## src/hdl/mec_pkg.sv

```systemverilog
package mec_pkg;
  localparam logic [7:0] CFG_ADDR = 8'h20;
  localparam logic [7:0] STAT_ADDR = 8'h80;
  localparam logic [7:0] THR_ADDR = 8'h24;
  localparam logic [31:0] CFG_RESET = 32'h0030DA20;
  localparam int CFG_TEMP_BIT = 22;
  localparam int CFG_ZC_BIT = 21;
  localparam int CFG_CNT_LSB = 8;
  localparam int CFG_PH_LSB = 6;
  localparam int CFG_PULSE_BIT = 5;
  localparam int STAT_F0_BIT = 3;
  localparam logic [31:0] THR_RESET = 32'h00000000;

  typedef enum logic [1:0] {
    MEC_PH_A = 2'b00,
    MEC_PH_B = 2'b01,
    MEC_PH_C = 2'b10,
    MEC_PH_X = 2'b11
  } mec_phase_t;

  typedef struct packed {
    logic signed [31:0] va;
    logic signed [31:0] vb;
    logic signed [31:0] vc;
  } mec_samples_t;
endpackage

```

## src/hdl/mec_engine.sv

```systemverilog
`timescale 1ns/1ns
module mec_engine #(
  parameter int CNT_W = 12
) (
  input wire logic clk, // 10 MHz clock
  input wire logic rstn, // Synchronous reset, active low
  input wire logic sample_valid, // One new sample set, one cycle
  input wire mec_pkg::mec_samples_t samples, // Phase voltages
  input wire logic [7:0] ram_addr, // Engine RAM word address
  input wire logic ram_wr, // Write strobe
  input wire logic [31:0] ram_wdata, // Write data
  output logic [31:0] ram_rdata, // Read data, registered
  output logic engine_busy, // One pulse per finished pass
  output logic zero_cross_pulse_output, // Zero crossing pulse
  output logic host_temperature_comp, // Host owns temperature comp
  output logic host_pulse_source // Host pulse rates in use
);
  logic [31:0] cfg_q, cfg_d;
  logic [31:0] thr_q, thr_d;
  logic [31:0] rd_q, rd_d;
  logic [3:0] stat_q, stat_d;
  logic [2:0] sag_q, sag_d;
  logic [CNT_W-1:0] cnt_q [3];
  logic [CNT_W-1:0] cnt_d [3];
  logic f0_q, f0_d;
  logic busy_q, busy_d;
  logic zc_q, zc_d;
  logic signed [31:0] v [3];
  logic signed [31:0] vsel;
  logic [CNT_W-1:0] need;
  mec_pkg::mec_phase_t ph;

  assign v[0] = samples.va;
  assign v[1] = samples.vb;
  assign v[2] = samples.vc;
  assign need = cfg_q[mec_pkg::CFG_CNT_LSB +: CNT_W];
  assign ph = mec_pkg::mec_phase_t'(cfg_q[mec_pkg::CFG_PH_LSB +: 2]);

  // Bit 23 is stored but never read by the engine.
  always_comb begin
    cfg_d = cfg_q;
    thr_d = thr_q;
    if (ram_wr && ram_addr == mec_pkg::CFG_ADDR) begin
      cfg_d = ram_wdata;
    end
    if (ram_wr && ram_addr == mec_pkg::THR_ADDR) begin
      thr_d = ram_wdata;
    end
  end

  always_ff @(posedge clk) begin
    if (!rstn) begin
      cfg_q <= mec_pkg::CFG_RESET;
      thr_q <= mec_pkg::THR_RESET;
    end else begin
      cfg_q <= cfg_d;
      thr_q <= thr_d;
    end
  end

  assign host_temperature_comp = cfg_q[mec_pkg::CFG_TEMP_BIT];
  assign host_pulse_source = cfg_q[mec_pkg::CFG_PULSE_BIT];

  // Sag counters: one per phase, saturating at the configured count.
  for (genvar i = 0; i < 3; i++) begin : g_sag
    always_comb begin
      cnt_d[i] = cnt_q[i];
      sag_d[i] = sag_q[i];
      if (sample_valid) begin
        if (v[i] < $signed(thr_q)) begin
          if (cnt_q[i] < need) begin
            cnt_d[i] = cnt_q[i] + 1'b1;
          end
          if (cnt_q[i] + 1'b1 >= need) begin
            sag_d[i] = 1'b1;
          end
        end else if (v[i] > $signed(thr_q)) begin
          cnt_d[i] = '0;
          sag_d[i] = 1'b0;
        end
      end
    end
    always_ff @(posedge clk) begin
      if (!rstn) begin
        cnt_q[i] <= '0;
        sag_q[i] <= 1'b0;
      end else begin
        cnt_q[i] <= cnt_d[i];
        sag_q[i] <= sag_d[i];
      end
    end
  end

  always_comb begin
    case (ph)
      mec_pkg::MEC_PH_A: vsel = v[0];
      mec_pkg::MEC_PH_B: vsel = v[1];
      mec_pkg::MEC_PH_C: vsel = v[2];
      default: vsel = v[0];
    endcase
  end

  always_comb begin
    f0_d = f0_q;
    zc_d = 1'b0;
    busy_d = sample_valid;
    stat_d = stat_q;
    rd_d = rd_q;
    if (sample_valid) begin
      f0_d = ~vsel[31];
      zc_d = cfg_q[mec_pkg::CFG_ZC_BIT] && (f0_d != f0_q);
    end
    if (busy_q) begin
      stat_d = {f0_q, sag_q};
    end
    case (ram_addr)
      mec_pkg::CFG_ADDR: rd_d = cfg_q;
      mec_pkg::THR_ADDR: rd_d = thr_q;
      mec_pkg::STAT_ADDR: rd_d = {28'h0000000, stat_q};
      default: rd_d = 32'h00000000;
    endcase
  end

  always_ff @(posedge clk) begin
    if (!rstn) begin
      f0_q <= 1'b0;
      zc_q <= 1'b0;
      busy_q <= 1'b0;
      stat_q <= 4'h0;
      rd_q <= 32'h00000000;
    end else begin
      f0_q <= f0_d;
      zc_q <= zc_d;
      busy_q <= busy_d;
      stat_q <= stat_d;
      rd_q <= rd_d;
    end
  end

  assign ram_rdata = rd_q;
  assign engine_busy = busy_q;
  assign zero_cross_pulse_output = zc_q;

  // Status word and read path.
  a_status_update: assert property (
    @(posedge clk) disable iff (!rstn)
    busy_q |=> stat_q == {$past(f0_q), $past(sag_q)})
    else $error("status not loaded at pass end");

  a_status_hold: assert property (
    @(posedge clk) disable iff (!rstn)
    !busy_q |=> $stable(stat_q))
    else $error("status changed between passes");

  a_status_upper: assert property (
    @(posedge clk) disable iff (!rstn)
    $past(ram_addr) == mec_pkg::STAT_ADDR |-> ram_rdata[31:4] == '0)
    else $error("status upper bits not zero");

  a_status_read: assert property (
    @(posedge clk) disable iff (!rstn)
    $past(ram_addr) == mec_pkg::STAT_ADDR |->
    ram_rdata[3:0] == $past(stat_q))
    else $error("status read does not match status word");

  a_addr_unmapped: assert property (
    @(posedge clk) disable iff (!rstn)
    $past(ram_addr) != mec_pkg::CFG_ADDR &&
    $past(ram_addr) != mec_pkg::THR_ADDR &&
    $past(ram_addr) != mec_pkg::STAT_ADDR |-> ram_rdata == '0)
    else $error("unmapped address read not zero");

  a_busy_rate: assert property (
    @(posedge clk) disable iff (!rstn)
    sample_valid |=> engine_busy)
    else $error("busy pulse missing");

  a_busy_idle: assert property (
    @(posedge clk) disable iff (!rstn)
    !sample_valid |=> !engine_busy)
    else $error("busy pulse without a sample");

  a_f0_follow: assert property (
    @(posedge clk) disable iff (!rstn)
    sample_valid |=> f0_q == ~$past(vsel[31]))
    else $error("square wave does not follow phase sign");

  a_f0_hold: assert property (
    @(posedge clk) disable iff (!rstn)
    !sample_valid |=> $stable(f0_q))
    else $error("square wave moved without a sample");

  // Dip flags and counters.
  a_sag_rise: assert property (
    @(posedge clk) disable iff (!rstn)
    sample_valid && v[0] > $signed(thr_q) |=> !sag_q[0])
    else $error("phase A sag not cleared");

  a_sag_b_rise: assert property (
    @(posedge clk) disable iff (!rstn)
    sample_valid && v[1] > $signed(thr_q) |=> !sag_q[1])
    else $error("phase B sag not cleared");

  a_sag_c_rise: assert property (
    @(posedge clk) disable iff (!rstn)
    sample_valid && v[2] > $signed(thr_q) |=> !sag_q[2])
    else $error("phase C sag not cleared");

  a_sag_a_keep: assert property (
    @(posedge clk) disable iff (!rstn)
    sag_q[0] && !sample_valid |=> sag_q[0])
    else $error("phase A sag dropped");

  a_sag_b_keep: assert property (
    @(posedge clk) disable iff (!rstn)
    sag_q[1] && !sample_valid |=> sag_q[1])
    else $error("phase B sag dropped");

  a_sag_c_keep: assert property (
    @(posedge clk) disable iff (!rstn)
    sag_q[2] && !sample_valid |=> sag_q[2])
    else $error("phase C sag dropped");

  a_sag_a_set: assert property (
    @(posedge clk) disable iff (!rstn)
    $rose(sag_q[0]) |-> $past(v[0]) < $signed($past(thr_q)))
    else $error("phase A sag set without dip");

  a_sag_b_set: assert property (
    @(posedge clk) disable iff (!rstn)
    $rose(sag_q[1]) |-> $past(v[1]) < $signed($past(thr_q)))
    else $error("phase B sag set without dip");

  a_sag_c_set: assert property (
    @(posedge clk) disable iff (!rstn)
    $rose(sag_q[2]) |-> $past(v[2]) < $signed($past(thr_q)))
    else $error("phase C sag set without dip");

  a_sag_a_zero: assert property (
    @(posedge clk) disable iff (!rstn)
    sample_valid && v[0] < $signed(thr_q) && need == '0 |=> sag_q[0])
    else $error("phase A sag not set with zero count");

  a_sag_b_equal: assert property (
    @(posedge clk) disable iff (!rstn)
    sample_valid && v[1] == $signed(thr_q) && sag_q[1] |=> sag_q[1])
    else $error("phase B sag cleared at threshold");

  a_cnt_clear: assert property (
    @(posedge clk) disable iff (!rstn)
    sample_valid && v[0] > $signed(thr_q) |=> cnt_q[0] == '0)
    else $error("phase A dip count not cleared");

  a_cnt_step: assert property (
    @(posedge clk) disable iff (!rstn)
    sample_valid && v[1] < $signed(thr_q) && cnt_q[1] < need |=>
    cnt_q[1] == $past(cnt_q[1]) + 1'b1)
    else $error("phase B dip count did not step");

  a_cnt_idle: assert property (
    @(posedge clk) disable iff (!rstn)
    !sample_valid |=> $stable(cnt_q[2]))
    else $error("phase C dip count moved without a sample");

  // Zero crossing pulse.
  a_zc_off: assert property (
    @(posedge clk) disable iff (!rstn)
    !cfg_q[mec_pkg::CFG_ZC_BIT] |=> !zero_cross_pulse_output)
    else $error("zero crossing pulse while disabled");

  a_zc_edge: assert property (
    @(posedge clk) disable iff (!rstn)
    zero_cross_pulse_output |-> f0_q != $past(f0_q))
    else $error("zero crossing pulse without sign change");

  a_zc_quiet: assert property (
    @(posedge clk) disable iff (!rstn)
    !sample_valid |=> !zero_cross_pulse_output)
    else $error("zero crossing pulse without a sample");

  // Configuration and threshold words.
  a_cfg_write: assert property (
    @(posedge clk) disable iff (!rstn)
    ram_wr && ram_addr == mec_pkg::CFG_ADDR |=> cfg_q == $past(ram_wdata))
    else $error("config write lost");

  a_cfg_keep: assert property (
    @(posedge clk) disable iff (!rstn)
    !(ram_wr && ram_addr == mec_pkg::CFG_ADDR) |=> $stable(cfg_q))
    else $error("config changed without a write");

  a_cfg_read: assert property (
    @(posedge clk) disable iff (!rstn)
    $past(ram_addr) == mec_pkg::CFG_ADDR |-> ram_rdata == $past(cfg_q))
    else $error("config read does not match");

  a_thr_write: assert property (
    @(posedge clk) disable iff (!rstn)
    ram_wr && ram_addr == mec_pkg::THR_ADDR |=> thr_q == $past(ram_wdata))
    else $error("threshold write lost");

  a_temp_write: assert property (
    @(posedge clk) disable iff (!rstn)
    ram_wr && ram_addr == mec_pkg::CFG_ADDR |=>
    host_temperature_comp == $past(ram_wdata[mec_pkg::CFG_TEMP_BIT]))
    else $error("temperature owner not taken from config");

  a_pulse_write: assert property (
    @(posedge clk) disable iff (!rstn)
    ram_wr && ram_addr == mec_pkg::CFG_ADDR |=>
    host_pulse_source == $past(ram_wdata[mec_pkg::CFG_PULSE_BIT]))
    else $error("pulse source not taken from config");
endmodule

```

## config.mk

```make
export PLATFORM = sky130hd
export DESIGN_NAME = mec_engine
export DESIGN_NICKNAME = d
export VERILOG_FILES = /design/src/hdl/mec_pkg.sv /design/src/hdl/mec_engine.sv
export SDC_FILE = /design/constraint.sdc
export NUM_CORES = 1
export LEC_CHECK = 0
export ABC_AREA = 0
export BUFFER_PORTS_ARGS = -buffer_cell sky130_fd_sc_hd__buf_2
export CAP_MARGIN = 30
export CORE_ASPECT_RATIO = 0.8
export CORE_MARGIN = 1
export CORE_UTILIZATION = 35
export DETAILED_ROUTE_END_ITERATION = 12
export GPL_TIMING_DRIVEN = 0
export PLACE_DENSITY = 0.65
export SETUP_SLACK_MARGIN = 0.05
export SLEW_MARGIN = 30
export SYNTH_ARGS = -nofsm -noshare
export SYNTH_HDL_FRONTEND = slang
export SYNTH_SLANG_ARGS = --single-unit
```

## constraint.sdc

```tcl
create_clock -name clk -period 2.9 [get_ports clk]
set_clock_uncertainty 0.05 [all_clocks]
set_input_delay 0.145 -clock clk [delete_from_list [all_inputs] [get_ports clk]]
set_output_delay 0.145 -clock clk [all_outputs]
set_load 0.02 [all_outputs]
```

# After elaboration in Yosys (flattened, before gate mapping)
# Memories as Yosys holds them, arrays and structs flattened.
# Cells that the tools add are included.
# word_totals
inputBits	140
out_inout_bits	36
n_memories	1
elab_cells	77
ramBits	36
register_bits	106
# classes
n_eq_ne	9
n_addsub	3
n_reduce_logical	10
n_lt_le_gt_ge	12
bitwise	4
muxes	28
# mem_list
name	depth	width	read_ports	rd_clocked_by_memory_dff	wr	line_no	text
cnt_q	3	12	3	0	3	mec_engine.sv:23	logic [CNT_W-1:0] cnt_q [3];
# ops
cell	n
12-bit two-way mux	15
32-bit greater-than comparator	3
32-bit less-than comparator	3
32-bit one-hot mux with 3 select lines	1
32-bit one-hot mux with 2 select lines	1
12-bit by 1-bit adder with 12-bit output, second input constant	3
12-bit greater-or-equal comparator	3
12-bit less-than comparator	3
8-bit by 6-bit equality test with 1-bit output, second input constant	2
1-bit two-way mux	11
3-bit AND reduction	3
8-bit equality test, second input constant	1
2-bit by 1-bit != test with 1-bit output, second input constant	3
2-bit nonzero test	3
1-bit logical AND	3
1-bit bitwise OR	3
2-bit by 1-bit equality test with 1-bit output, second input constant	1
2-bit equality test, second input constant	1
2-bit AND reduction	1
1-bit != test	1
1-bit inverter	1

# Logic depth before layout (Yosys ltp)
# Gate-level depths: netlist of the first run.
# depth
depth_word	5
depth_mapped	13
mapped_depth_nobuf	13

# Worst setup path before layout of the first run
# OpenSTA, ideal clock, no wires.
# synth_timing
path_kind	register -> register
startpoint	memory cnt_q[1][0]
endpoint	register sag_q[1]
t_arrival_ps	2638
path_stages_with_launch	14
synth_period_minus_slack_ps	2757
required_ps	2780
slack_ps	143
path_buffers	0
path_cell_list	dfxtp_1 > ha_1 > nand3_1 > or2_2 > or2_2 > xnor2_1 > ha_1 > and3_1 > o2111ai_1 > a21oi_1 > o221ai_1 > a21oi_1 > a32oi_1 > a21oi_1
# synth_lines
element	line_no	text
from (decl)	mec_engine.sv:23	
to (signal, indexed assignment)	mec_engine.sv:89	sag_q[i] <= sag_d[i];
to (decl)	mec_engine.sv:22	logic [2:0] sag_q, sag_d;

==> results of run 1 <==
==> cell usage in the layout (no fill, tap or decap), types with 6 or more instances in the layout <==
| master | netlist | layout |
|---|---|---|
| a21o_1 | 21 | 21 |
| a21oi_2 | 0 | 12 |
| a21oi_1 | 104 | 92 |
| nand3_1 | 31 | 27 |
| nand2_1 | 196 | 194 |
| mux2i_1 | 32 | 32 |
| xor2_1 | 6 | 6 |
| o211ai_1 | 35 | 35 |
| o21a_1 | 9 | 9 |
| dfxtp_2 | 0 | 21 |
| buf_6 | 2 | 9 |
| buf_4 | 0 | 52 |
| nor2_1 | 65 | 62 |
| inv_2 | 1 | 15 |
| ha_4 | 0 | 18 |
| or4_1 | 24 | 24 |
| xnor2_1 | 25 | 25 |
| or3_1 | 15 | 10 |
| ha_1 | 173 | 155 |
| dlygate4sd3_1 | 0 | 32 |
| nand4_1 | 27 | 27 |
| dfxtp_1 | 142 | 111 |
| clkinvlp_4 | 0 | 6 |
| a211oi_1 | 10 | 6 |
| clkbuf_1 | 32 | 23 |
| and3_1 | 14 | 9 |
| buf_2 | 14 | 185 |
| o21ai_0 | 19 | 14 |
| clkbuf_16 | 0 | 17 |
| nor2b_1 | 12 | 12 |
| dfxtp_4 | 0 | 10 |
| or2_4 | 0 | 9 |
| inv_1 | 56 | 37 |
| a31oi_1 | 33 | 32 |
==> sequential cells by signal, summed over array words and instances (netlist names) <==
| register | count |
|---|---|
| thr_q | 32 |
| sag_q | 3 |
| ram_rdata | 32 |
| cnt_q | 36 |
| stat_q | 4 |
| zero_cross_pulse_output | 1 |
| cfg_q | 32 |
| engine_busy | 1 |
| f0_q | 1 |
==> path summary, 6_finish.rpt <==
path	start	slack (ns)	end	cells after the start
max reg2reg	thr_q[1]	0.08	cnt_q[2][3]	10
min reg2reg	cfg_q[3]	0.41	cfg_q[3]	2
min	ram_addr[7]	0.09	ram_rdata[3]	4
max	thr_q[1]	0.08	cnt_q[2][3]	10
==> stage by stage <==
step,instances,power [mW],area (sq um),utilization [%]
after global placement,1717,2.47,11200,40.7
after CTS,1793,4.79,12400,45.3
after floorplan,1181,2.26,9850,-
final,1834,4.85,13200,48.3
after global routing,1834,4.99,13200,48.3
after detailed placement,1717,2.49,11200,40.8
==> what timing repair did <==
item / 4_1_cts / 5_1_grt
endpoints found under the hold margin: 64 / 0
gates cloned: 0 / 3
pin swaps: 17 / 65
gates resized for setup: 61 / 150
hold buffers: 32 / 0
setup buffers: 13 / 38
setup endpoints to repair: 39 / 39
==> power groups by stage <==
stage,Sequential [mW],Clock [mW],Combinational [mW]
6_report,1.96,2.27,0.620
5_1_grt,1.96,2.36,0.673
4_1_cts,1.96,2.29,0.539
3_5_place_dp,2.01,0,0.477
3_3_place_gp,2.01,0,0.465
2_1_floorplan,2.01,0,0.250
==> cell families (layout without fill, tap and decap cells) <==
kind of cell	after synthesis	after routing	synth area share, %
compound gates	272	272	17.8
xor+xnor	31	31	2.76
fa+ha+maj	173	173	22.0
buf+inv	107	396	4.41
flops	142	142	28.9
mux	36	36	3.71
simple gates	420	420	20.4
==> worst max-delay path: stages (launching register included) <==
cell      delay, ns
dfxtp_4        0.37
inv_4          0.09
ha_4           0.20
nor2b_1        0.14
o211ai_1       0.23
a21oi_2        0.11
o41ai_4        0.55
a21oi_2        0.17
buf_4          0.17
or4_1          0.47
a31oi_1        0.17
==> cell type report <==
type | instances | area [sq um] | share of cell area (%)
Clock inverter | 13 | 165 | 1.25
Timing Repair Buffer | 258 | 1600 | 12.1
Tap cell | 364 | 455 | 3.44
Clock buffer | 18 | 439 | 3.32
Sequential cell | 142 | 2910 | 22.0
Buffer | 50 | 270 | 2.04
Inverter | 57 | 231 | 1.75
Multi-Input combinational cell | 932 | 7170 | 54.2
==> cell usage after synthesis, types with 4 or more instances <==
library cell | instances | area (sq um)
ha_1 | 173 | 2160
or2_2 | 9 | 56.3
nand3_1 | 31 | 155
o211ai_1 | 35 | 263
or4_1 | 24 | 180
nand4_1 | 27 | 169
nor2_1 | 65 | 244
nor3_1 | 4 | 20.0
a31oi_1 | 33 | 206
a21o_1 | 21 | 158
o2111ai_1 | 6 | 52.6
xor2_1 | 6 | 52.6
xnor2_1 | 25 | 219
dfxtp_1 | 142 | 2840
a211oi_1 | 10 | 75.1
and2_1 | 4 | 25.0
inv_1 | 56 | 210
mux2i_1 | 32 | 320
nor4_1 | 6 | 37.5
a21oi_1 | 104 | 521
and3_1 | 14 | 87.6
a22oi_1 | 5 | 37.5
a2111oi_0 | 6 | 52.6
o21ai_0 | 19 | 95.1
or3_1 | 15 | 93.8
mux2_2 | 4 | 45.0
nor2b_1 | 12 | 75.1
a21boi_0 | 6 | 45.0
nand2_1 | 196 | 736
clkbuf_1 | 32 | 120
buf_2 | 14 | 70.1
o21a_1 | 9 | 67.6
==> per-layer routing <==
layer / part of all wire (%) / up-vias / wire length, um / GRT usage, %
met2: 43 / 433 / 14800 / 33.5
met1: 46 / 4800 / 15700 / 32.1
met4: 2.0 / 0 / 690 / 6.34
met5: 0 / - / 0 / 0
met3: 9.1 / 51 / 3130 / 5.57
li1: - / 4846 / - / -
==> impl_metrics.csv, run 1 <==
group,metric,value,unit
floorplanning,io_pins,176,
floorplanning,die_h,152,um
synthesis,synth_edf_count,0,
cells_and_area,num-fill-cells,2626,
floorplanning,core_area,27400,sq um
timing,fin_crit_sh,97.2,%
critical_path,worstPathRequired,3.20,ns
clock_network,htreeDepth,4,
detailed_routing,via_count,10100,
clock_network,cts_tree,"built",
synthesis,yosysSeqAreaShare,28.9,%
synthesis,async_reset_ff_share,0,%
timing,fmax,355,MHz
global_routing,antenna_found_initial,0,
synthesis,synth.distinct_cells,48,
timing,setup_violations,0,
power_and_ir_drop,seqPwrFrac,40.4,%
placed_design,portBuffers,172,
floorplanning,rows,54,
critical_path,end_kind,"flip-flop",
detailed_routing,final_antenna_net_count,0,
timing,rsz0062_at_grt,"true",
cells_and_area,diodes,0,
synthesis,avgSynthCellArea,8.34,sq um
flow_run,drv_cap,0,
synthesis,synthCells,1181,
critical_path,worstPathArrival,3.12,ns
global_routing,grt_pass1_wl,51100,um
hold_path,hold_class,"input pin to flip-flop",
synthesis,yosys_register_bits,142,
critical_path,critPathKind,"flip-flop to flip-flop",
synthesis,synth_ff_type,"dfxtp_1",
cells_and_area,nets,1771,
power_and_ir_drop,power_per_cell_area,366,nW/um^2
power_and_ir_drop,power_switching,1.25,mW
floorplanning,fp.dieW,190,um
power_and_ir_drop,p_leak,5.41,nW
global_routing,grt_pass1_vias,9341,
timing,finalCriticalPeriod,2.82,ns
detailed_routing,drt_pass1_iterations,5,
floorplanning,design.die.area,28800,sq um
clock_network,numCtsBuffers,17,
placed_design,place.detailed.hpwl,25100,um
synthesis,synthesis.area,9850,sq um
synthesis,syn-num-nets,1494,
clock_network,clock_latency,0.44,ns
detailed_routing,vias_per_cell,5.52,
critical_path,crit_path_max_fanout,3,
power_and_ir_drop,p_int,3.60,mW
timing,setup_ws,0.0802,ns
power_and_ir_drop,ir_worst_vdd,0.453,mV
cells_and_area,syn2layout_area_growth,34.4,%
global_routing,grt_max_degree,17,
detailed_routing,first_iter_violations,824,
global_routing,grt_remaining_overflow,0,
detailed_routing,finalWirelength,34300,um
timing,whs,0.0850,ns
cells_and_area,drive_gt1_share,28.8,%
power_and_ir_drop,p_comb_share,12.8,%
power_and_ir_drop,clockPowerShare,46.8,%
placed_design,routabilityCongestion,0.877,
power_and_ir_drop,switching_share,25.7,%
timing,slew_viol_final,0,
global_routing,globalRouteTotalUtil,22.6,%
detailed_routing,routedWlPerCell,18.7,um
clock_network,clk_path_buf_depth,2,
floorplanning,start_util,35.9,%
synthesis,yosysWarningCount,0,
detailed_routing,drc_errors,0,
timing,relSlewSlack,40.3,%
run_status,outcome,"finished clean",
timing,tns,0,ns
critical_path,startpoint_type,"flip-flop",
timing,worst_slew_pin_slew,0.887,ns
placed_design,post-place-ws,-0.500,ns
timing,hold_viol_final,0,
clock_network,cts-root-buf,"clkbuf_16",
clock_network,cts_sinks,142,
clock_network,clkTransAtPathRegs,0.06,ns
Power figures use the tool's default switching activity.
==> run 2, diff against run 1 <==
--- a/config.mk
+++ b/config.mk
@@ -8,7 +8,6 @@
 export ABC_AREA = 0
 export BUFFER_PORTS_ARGS = -buffer_cell sky130_fd_sc_hd__buf_2
 export CAP_MARGIN = 30
-export CORE_ASPECT_RATIO = 0.8
 export CORE_MARGIN = 1
 export CORE_UTILIZATION = 35
 export DETAILED_ROUTE_END_ITERATION = 12
==> run 2 against run 1 <==
  * The run now ends with negative setup slack left
  * Die area about the same
  * Core utilization decreased by 1.7 points
  * Wire length decreased by 4.7%
  * Fmax decreased by 2.9%
  * Non-clock buffer count decreased by 24
  * Count of clock-buffer cells in the layout decreased by 1
  * Combinational power decreased by 5.8%
  * Worst hold slack improved by 0.015 ns
  * Register-to-register slack got worse by 0.08 ns
  * Largest cell class unchanged
  * Largest power group unchanged
==> impl_metrics.csv, run 2 (synthesis gave the netlist of run 1 again) <==
group,metric,value,unit
run_status,outcome,"finished with violations",
run_status,violations,"negative setup slack",
critical_path,r2r_end,"cnt_q[0][5]",
global_routing,grt_pass1_wl,49700,um
critical_path,cp_cell_sequence,"inv_1 -> ha_1 -> and3_1 -> a2111oi_0 -> and3_4 -> a21oi_2 -> buf_4 -> or4_1 -> a31oi_1",
global_routing,grt.busiest_layer,"met2",
clock_network,htreeDepth,4,
global_routing,grt_remaining_overflow,0,
cells_and_area,num-fill-cells,2716,
critical_path,worstPathRequired,3.21,ns
detailed_routing,finalWirelength,32700,um
cells_and_area,final_common_cell,"nand2_1",
critical_path,cp_top_family,"simple AND/OR/NAND/NOR gates",
power_and_ir_drop,power_per_cell_area,366,nW/um^2
global_routing,grt_use_met2,39.5,%
detailed_routing,drt_pass1_iterations,5,
global_routing,globalRouteTotalUtil,22.2,%
critical_path,worstPathArrival,3.21,ns
floorplanning,start_util,35.5,%
global_routing,grt_pass1_vias,9366,
detailed_routing,drc_errors,0,
critical_path,crit_end,"cnt_q[0][5]",
clock_network,cts-root-buf,"clkbuf_16",
floorplanning,fp.dieW,170,um
critical_path,reg2reg_setup_slack,-0.003,ns
timing,rsz0062_at_grt,"true",
critical_path,startpoint,"thr_q[30]",
floorplanning,design.die.area,28800,sq um
global_routing,use_met3,3.15,%
placed_design,portBuffers,172,
timing,relSlewSlack,45.8,%
flow_run,drv_cap,0,
cells_and_area,final_util,46.6,%
power_and_ir_drop,p_leak,5.27,nW
critical_path,end_kind,"flip-flop",
hold_path,hold_class,"input pin to flip-flop",
critical_path,worstRegToRegCells,9,
timing,setup_ws,-0.00300,ns
critical_path,crit_path_max_fanout,3,
cells_and_area,mostFrequentLayoutCells,"nand2_1, buf_2, ha_1, dfxtp_1, a21oi_1",
clock_network,clock_latency,0.44,ns
clock_network,clk_path_buf_depth,2,
floorplanning,die_h,170,um
global_routing,gr-usage-met1,27.7,%
critical_path,worst_path_max_delay_cell,"a2111oi_0",
critical_path,startpoint_type,"flip-flop",
clock_network,cts_tree,"built",
placed_design,place.detailed.hpwl,24900,um
detailed_routing,via_count,9835,
detailed_routing,vias_per_cell,5.39,
critical_path,cp.depth,9,
placed_design,post-place-ws,-0.826,ns
clock_network,cts_sinks,142,
detailed_routing,final_antenna_net_count,0,
timing,tns,-0.00300,ns
timing,hold_viol_final,0,
timing,finalCriticalPeriod,2.90,ns
power_and_ir_drop,ir_worst_vdd,0.277,mV
critical_path,critPathKind,"flip-flop to flip-flop",
clock_network,numCtsBuffers,17,
clock_network,clkTransAtPathRegs,0.06,ns
hold_path,holdPathStages,4,
critical_path,crit_buf_inv,2,
floorplanning,io_pins,176,
floorplanning,core_area,27700,sq um
cells_and_area,nets,1747,
critical_path,critPathMaxStageDelay,0.58,ns
timing,fmax,344,MHz
cells_and_area,syn2layout_area_growth,31.1,%
cells_and_area,largest_reg_flops,36,
timing,slew_viol_final,0,
floorplanning,rows,61,
cells_and_area,drive_gt1_share,27.2,%
global_routing,grt_max_degree,17,
timing,worst_slew_pin_slew,0.813,ns
detailed_routing,routedWlPerCell,17.9,um
detailed_routing,first_iter_violations,816,
global_routing,antenna_found_initial,0,
cells_and_area,diodes,0,
timing,setup_violations,1,
timing,fin_crit_sh,100,%
critical_path,reg2reg_from,"thr_q[30]",
cells_and_area,largest_register,"cnt_q",
placed_design,routabilityCongestion,0.895,
## run 2: cell types whose count changed in the layout (fill, tap and decap cells not counted), moves of 3 or more
cell	change
buf_6	-5
dfxtp_2	+7
buf_4	-20
nor2_2	+3
inv_6	+4
dfxtp_1	-3
dfxtp_4	-4
or3_1	+3
ha_4	-4
ha_1	+3
a2111oi_0	+3
or3_4	-3
## run 2: worst min-delay path by stage
stage,startpoint,slack (ns),endpoint
6_report,ram_addr[7],0.1,ram_rdata[1]
5_1_grt,ram_addr[1],0.12,ram_rdata[1]
4_1_cts,ram_addr[7],0.11,ram_rdata[1]
3_5_place_dp,ram_wdata[20],0.35,cfg_q[20]
3_3_place_gp,ram_wdata[20],0.34,cfg_q[20]
2_1_floorplan,ram_wdata[20],0.22,cfg_q[20]
## run 2: where the power goes
part / internal, mW / switching [mW] / total [mW]
registers: 1.95 / 0.00720 / 1.96
clock network: 1.21 / 0.973 / 2.18
logic: 0.260 / 0.324 / 0.584
## run 2: layer usage
metal | part of all wire (%) | vias up
li1 | - | 4812
met1 | 43 | 4639
met2 | 49 | 345
met3 | 5.9 | 39
met4 | 1.7 | 0
met5 | 0 | -
## run 2: through the flow
step	power, mW	instance area [sq um]	cells	hold WS, ns
2_1_floorplan	2.26	9850	1181	0.219
3_5_place_dp	2.48	11200	1731	0.348
3_3_place_gp	2.47	11200	1731	0.338
5_1_grt	4.89	12900	1825	0.118
6_report	4.72	12900	1825	0.0999
4_1_cts	4.70	12400	1804	0.107
## run 2: layout make-up
type / instances / area (sq um) / area share, %
well taps: 378 / 473 / 3.66
flip-flops and latches: 142 / 2900 / 22.5
clock inverters: 15 / 150 / 1.16
multi-input cells: 932 / 7070 / 54.8
repair buffers: 235 / 1410 / 10.9
inverters: 57 / 226 / 1.75
plain buffers: 49 / 246 / 1.91
clock buffers: 17 / 425 / 3.30
## run 2: what timing repair did
action | CTS | global route
setup endpoints to repair | 39 | 39
hold buffers | 32 | 0
resized for setup | 67 | 116
buffers inserted | 9 | 21
hold endpoints to repair | 64 | 0
pin swaps | 14 | 51
cloned | 0 | 1
## run 2: worst register-to-register path, stage by stage, from the launching register on
cell and delay, ns:
dfxtp_2 0.33, inv_1 0.08, ha_1 0.31, and3_1 0.23
a2111oi_0 0.58, and3_4 0.32, a21oi_2 0.11, buf_4 0.17
or4_1 0.47, a31oi_1 0.18
==> run 3, diff against run 2 <==
--- a/config.mk
+++ b/config.mk
@@ -8,11 +8,11 @@
 export ABC_AREA = 0
 export BUFFER_PORTS_ARGS = -buffer_cell sky130_fd_sc_hd__buf_2
 export CAP_MARGIN = 30
-export CORE_MARGIN = 1
+export CORE_MARGIN = 2
 export CORE_UTILIZATION = 35
 export DETAILED_ROUTE_END_ITERATION = 12
 export GPL_TIMING_DRIVEN = 0
-export PLACE_DENSITY = 0.65
+export PLACE_DENSITY = 0.63
 export SETUP_SLACK_MARGIN = 0.05
 export SLEW_MARGIN = 30
 export SYNTH_ARGS = -nofsm -noshare
==> constraint.sdc (replaced) <==
create_clock -name clk -period 3.2 [get_ports clk]
set_clock_uncertainty 0.05 [all_clocks]
set_input_delay 0.16 -clock clk [delete_from_list [all_inputs] [get_ports clk]]
set_output_delay 0.16 -clock clk [all_outputs]
set_load 0.02 [all_outputs]
==> run 3 against run 2 <==
  * Worst hold slack better by 0.028 ns
  * Combinational power is 18% lower
  * Total power is 8.3% lower
  * Sequential cell count stayed put
  * The run now ends clean
  * Cell count is 1.5% lower
  * Wire length is 2.9% lower
  * First-iteration DRC count is 20% lower
  * Setup slack better by 0.24 ns
  * Critical endpoint is now cnt_q[2][2]
  * Sequential power is 9% lower
==> impl_metrics.csv, run 3 (synthesis gave the netlist of run 1 again) <==
group,metric,value,unit
global_routing,antenna_found_initial,1,
clock_network,cts-root-buf,"clkbuf_16",
clock_network,cts_tree,"built",
placed_design,place.detailed.hpwl,24900,um
clock_network,clk_path_buf_depth,2,
cells_and_area,syn2layout_area_growth,24.8,%
floorplanning,start_util,35.5,%
global_routing,grt_pass1_vias,9171,
power_and_ir_drop,ir_worst_vdd,0.285,mV
clock_network,cts_sinks,142,
critical_path,startpoint,"thr_q[31]",
critical_path,end_kind,"flip-flop",
flow_run,drv_cap,0,
timing,worst_slew_pin_slew,0.789,ns
timing,slew_viol_final,0,
detailed_routing,drt_pass1_iterations,5,
cells_and_area,nets,1719,
timing,whs,0.128,ns
floorplanning,design.die.area,29500,sq um
cells_and_area,num-fill-cells,2728,
detailed_routing,vias_per_cell,5.36,
critical_path,crit_path_max_fanout,10,
timing,rsz0062_at_grt,"false",
critical_path,worstRegToRegCells,9,
critical_path,cp_top_family,"compound AO/OA/AOI/OAI gates",
placed_design,routabilityCongestion,0.867,
cells_and_area,ff_latch_area,2860,sq um
detailed_routing,via_count,9633,
cells_and_area,final_common_cell,"nand2_1",
critical_path,crit_end,"cnt_q[2][2]",
timing,hold_viol_final,0,
clock_network,htreeDepth,4,
global_routing,grt_max_degree,17,
floorplanning,io_pins,176,
detailed_routing,first_iter_violations,649,
timing,tns,0,ns
detailed_routing,drc_errors,0,
critical_path,cp.depth,9,
global_routing,grt_pass1_wl,48800,um
critical_path,cp_cell_sequence,"inv_1 -> ha_1 -> nand4_1 -> nor4_2 -> a21boi_0 -> a211oi_2 -> buf_2 -> nand2_1 -> a31oi_1",
global_routing,globalRouteTotalUtil,21.4,%
floorplanning,fp.dieW,172,um
detailed_routing,routedWlPerCell,17.7,um
critical_path,worstPathRequired,3.50,ns
placed_design,portBuffers,172,
floorplanning,core_area,27700,sq um
timing,fmax,338,MHz
critical_path,worst_path_max_delay_cell,"nor4_2",
global_routing,grt_remaining_overflow,0,
run_status,outcome,"finished clean",
clock_network,clkTransAtPathRegs,0.06,ns
clock_network,numCtsBuffers,17,
cells_and_area,largest_register,"cnt_q",
clock_network,clock_latency,0.44,ns
detailed_routing,final_antenna_net_count,0,
cells_and_area,multi_input_area,6720,sq um
floorplanning,rows,61,
timing,setup_violations,0,
cells_and_area,largest_reg_flops,36,
power_and_ir_drop,p_leak,5.09,nW
power_and_ir_drop,power_per_cell_area,352,nW/um^2
timing,fin_crit_sh,92.5,%
cells_and_area,instances_no_fill,1798,
critical_path,reg2reg_setup_slack,0.24,ns
critical_path,crit_buf_inv,2,
critical_path,r2r_end,"cnt_q[2][2]",
timing,finalCriticalPeriod,2.96,ns
critical_path,startpoint_type,"flip-flop",
cells_and_area,drive_gt1_share,19.5,%
critical_path,reg2reg_from,"thr_q[31]",
timing,relSlewSlack,47.4,%
cells_and_area,mostFrequentLayoutCells,"nand2_1, buf_2, ha_1, dfxtp_1, a21oi_1",
critical_path,critPathKind,"flip-flop to flip-flop",
floorplanning,die_h,172,um
placed_design,place_inst,1731,
detailed_routing,finalWirelength,31700,um
critical_path,critPathMaxStageDelay,0.54,ns
hold_path,hold_class,"input pin to flip-flop",
critical_path,worstPathArrival,3.26,ns
[run 3: tightest hold or removal path, delay by kind of cell]
| kind | cells | cell delay, ns |
|---|---|---|
| simple gates | 1 | 0.04 |
| compound gates | 2 | 0.26 |
| buf+inv | 1 | 0.10 |
[run 3: where the power goes]
group / total (mW) / switching (mW) / internal (mW)
Sequential: 1.78 / 0.00900 / 1.77
Combinational: 0.478 / 0.272 / 0.207
Clock: 2.07 / 0.893 / 1.18
[run 3: worst min path at each step]
stage | start | to | slack (ns) | cells after the start
6_report | samples[95] | f0_q | 0.13 | 4
5_1_grt | samples[95] | f0_q | 0.16 | 4
4_1_cts | samples[95] | f0_q | 0.11 | 4
3_5_place_dp | ram_wdata[5] | cfg_q[5] | 0.37 | 3
3_3_place_gp | ram_wdata[5] | cfg_q[5] | 0.36 | 3
2_1_floorplan | ram_wdata[20] | cfg_q[20] | 0.23 | 2
[run 3: final cells by class]
type	instances	area share, %
Antenna cell	1	0.0204
Inverter	57	1.74
Clock buffer	17	3.46
Buffer	50	1.84
Timing Repair Buffer	206	9.74
Sequential cell	142	23.2
Clock inverter	15	1.45
Tap cell	378	3.85
Multi-Input combinational cell	932	54.7
[run 3: per-stage QoR]
stage | util (%) | cell area, sq um | setup WS (ns) | power (mW)
2_1_floorplan | - | 9850 | 0.443 | 2.05
3_3_place_gp | 40.4 | 11200 | -0.263 | 2.24
3_5_place_dp | 40.4 | 11200 | -0.272 | 2.25
4_1_cts | 43.8 | 12100 | 0.0567 | 4.34
5_1_grt | 44.3 | 12300 | 0.0375 | 4.49
6_report | 44.3 | 12300 | 0.239 | 4.33
[run 3: repair_timing]
item	in CTS	in global routing
gates resized for setup	7	40
pin swaps	0	3
endpoints found under the hold margin	64	0
hold buffers	32	0
setup buffers	0	2
gates cloned	0	0
endpoints found under the setup margin	36	37
[run 3: layer usage]
layer / global-route usage, % / vias up / routed length [um]
met5: 0 / - / 0
met3: 3.18 / 44 / 1650
li1: - / 4758 / -
met1: 27.5 / 4573 / 14400
met4: 7.37 / 0 / 808
met2: 36.3 / 258 / 14900
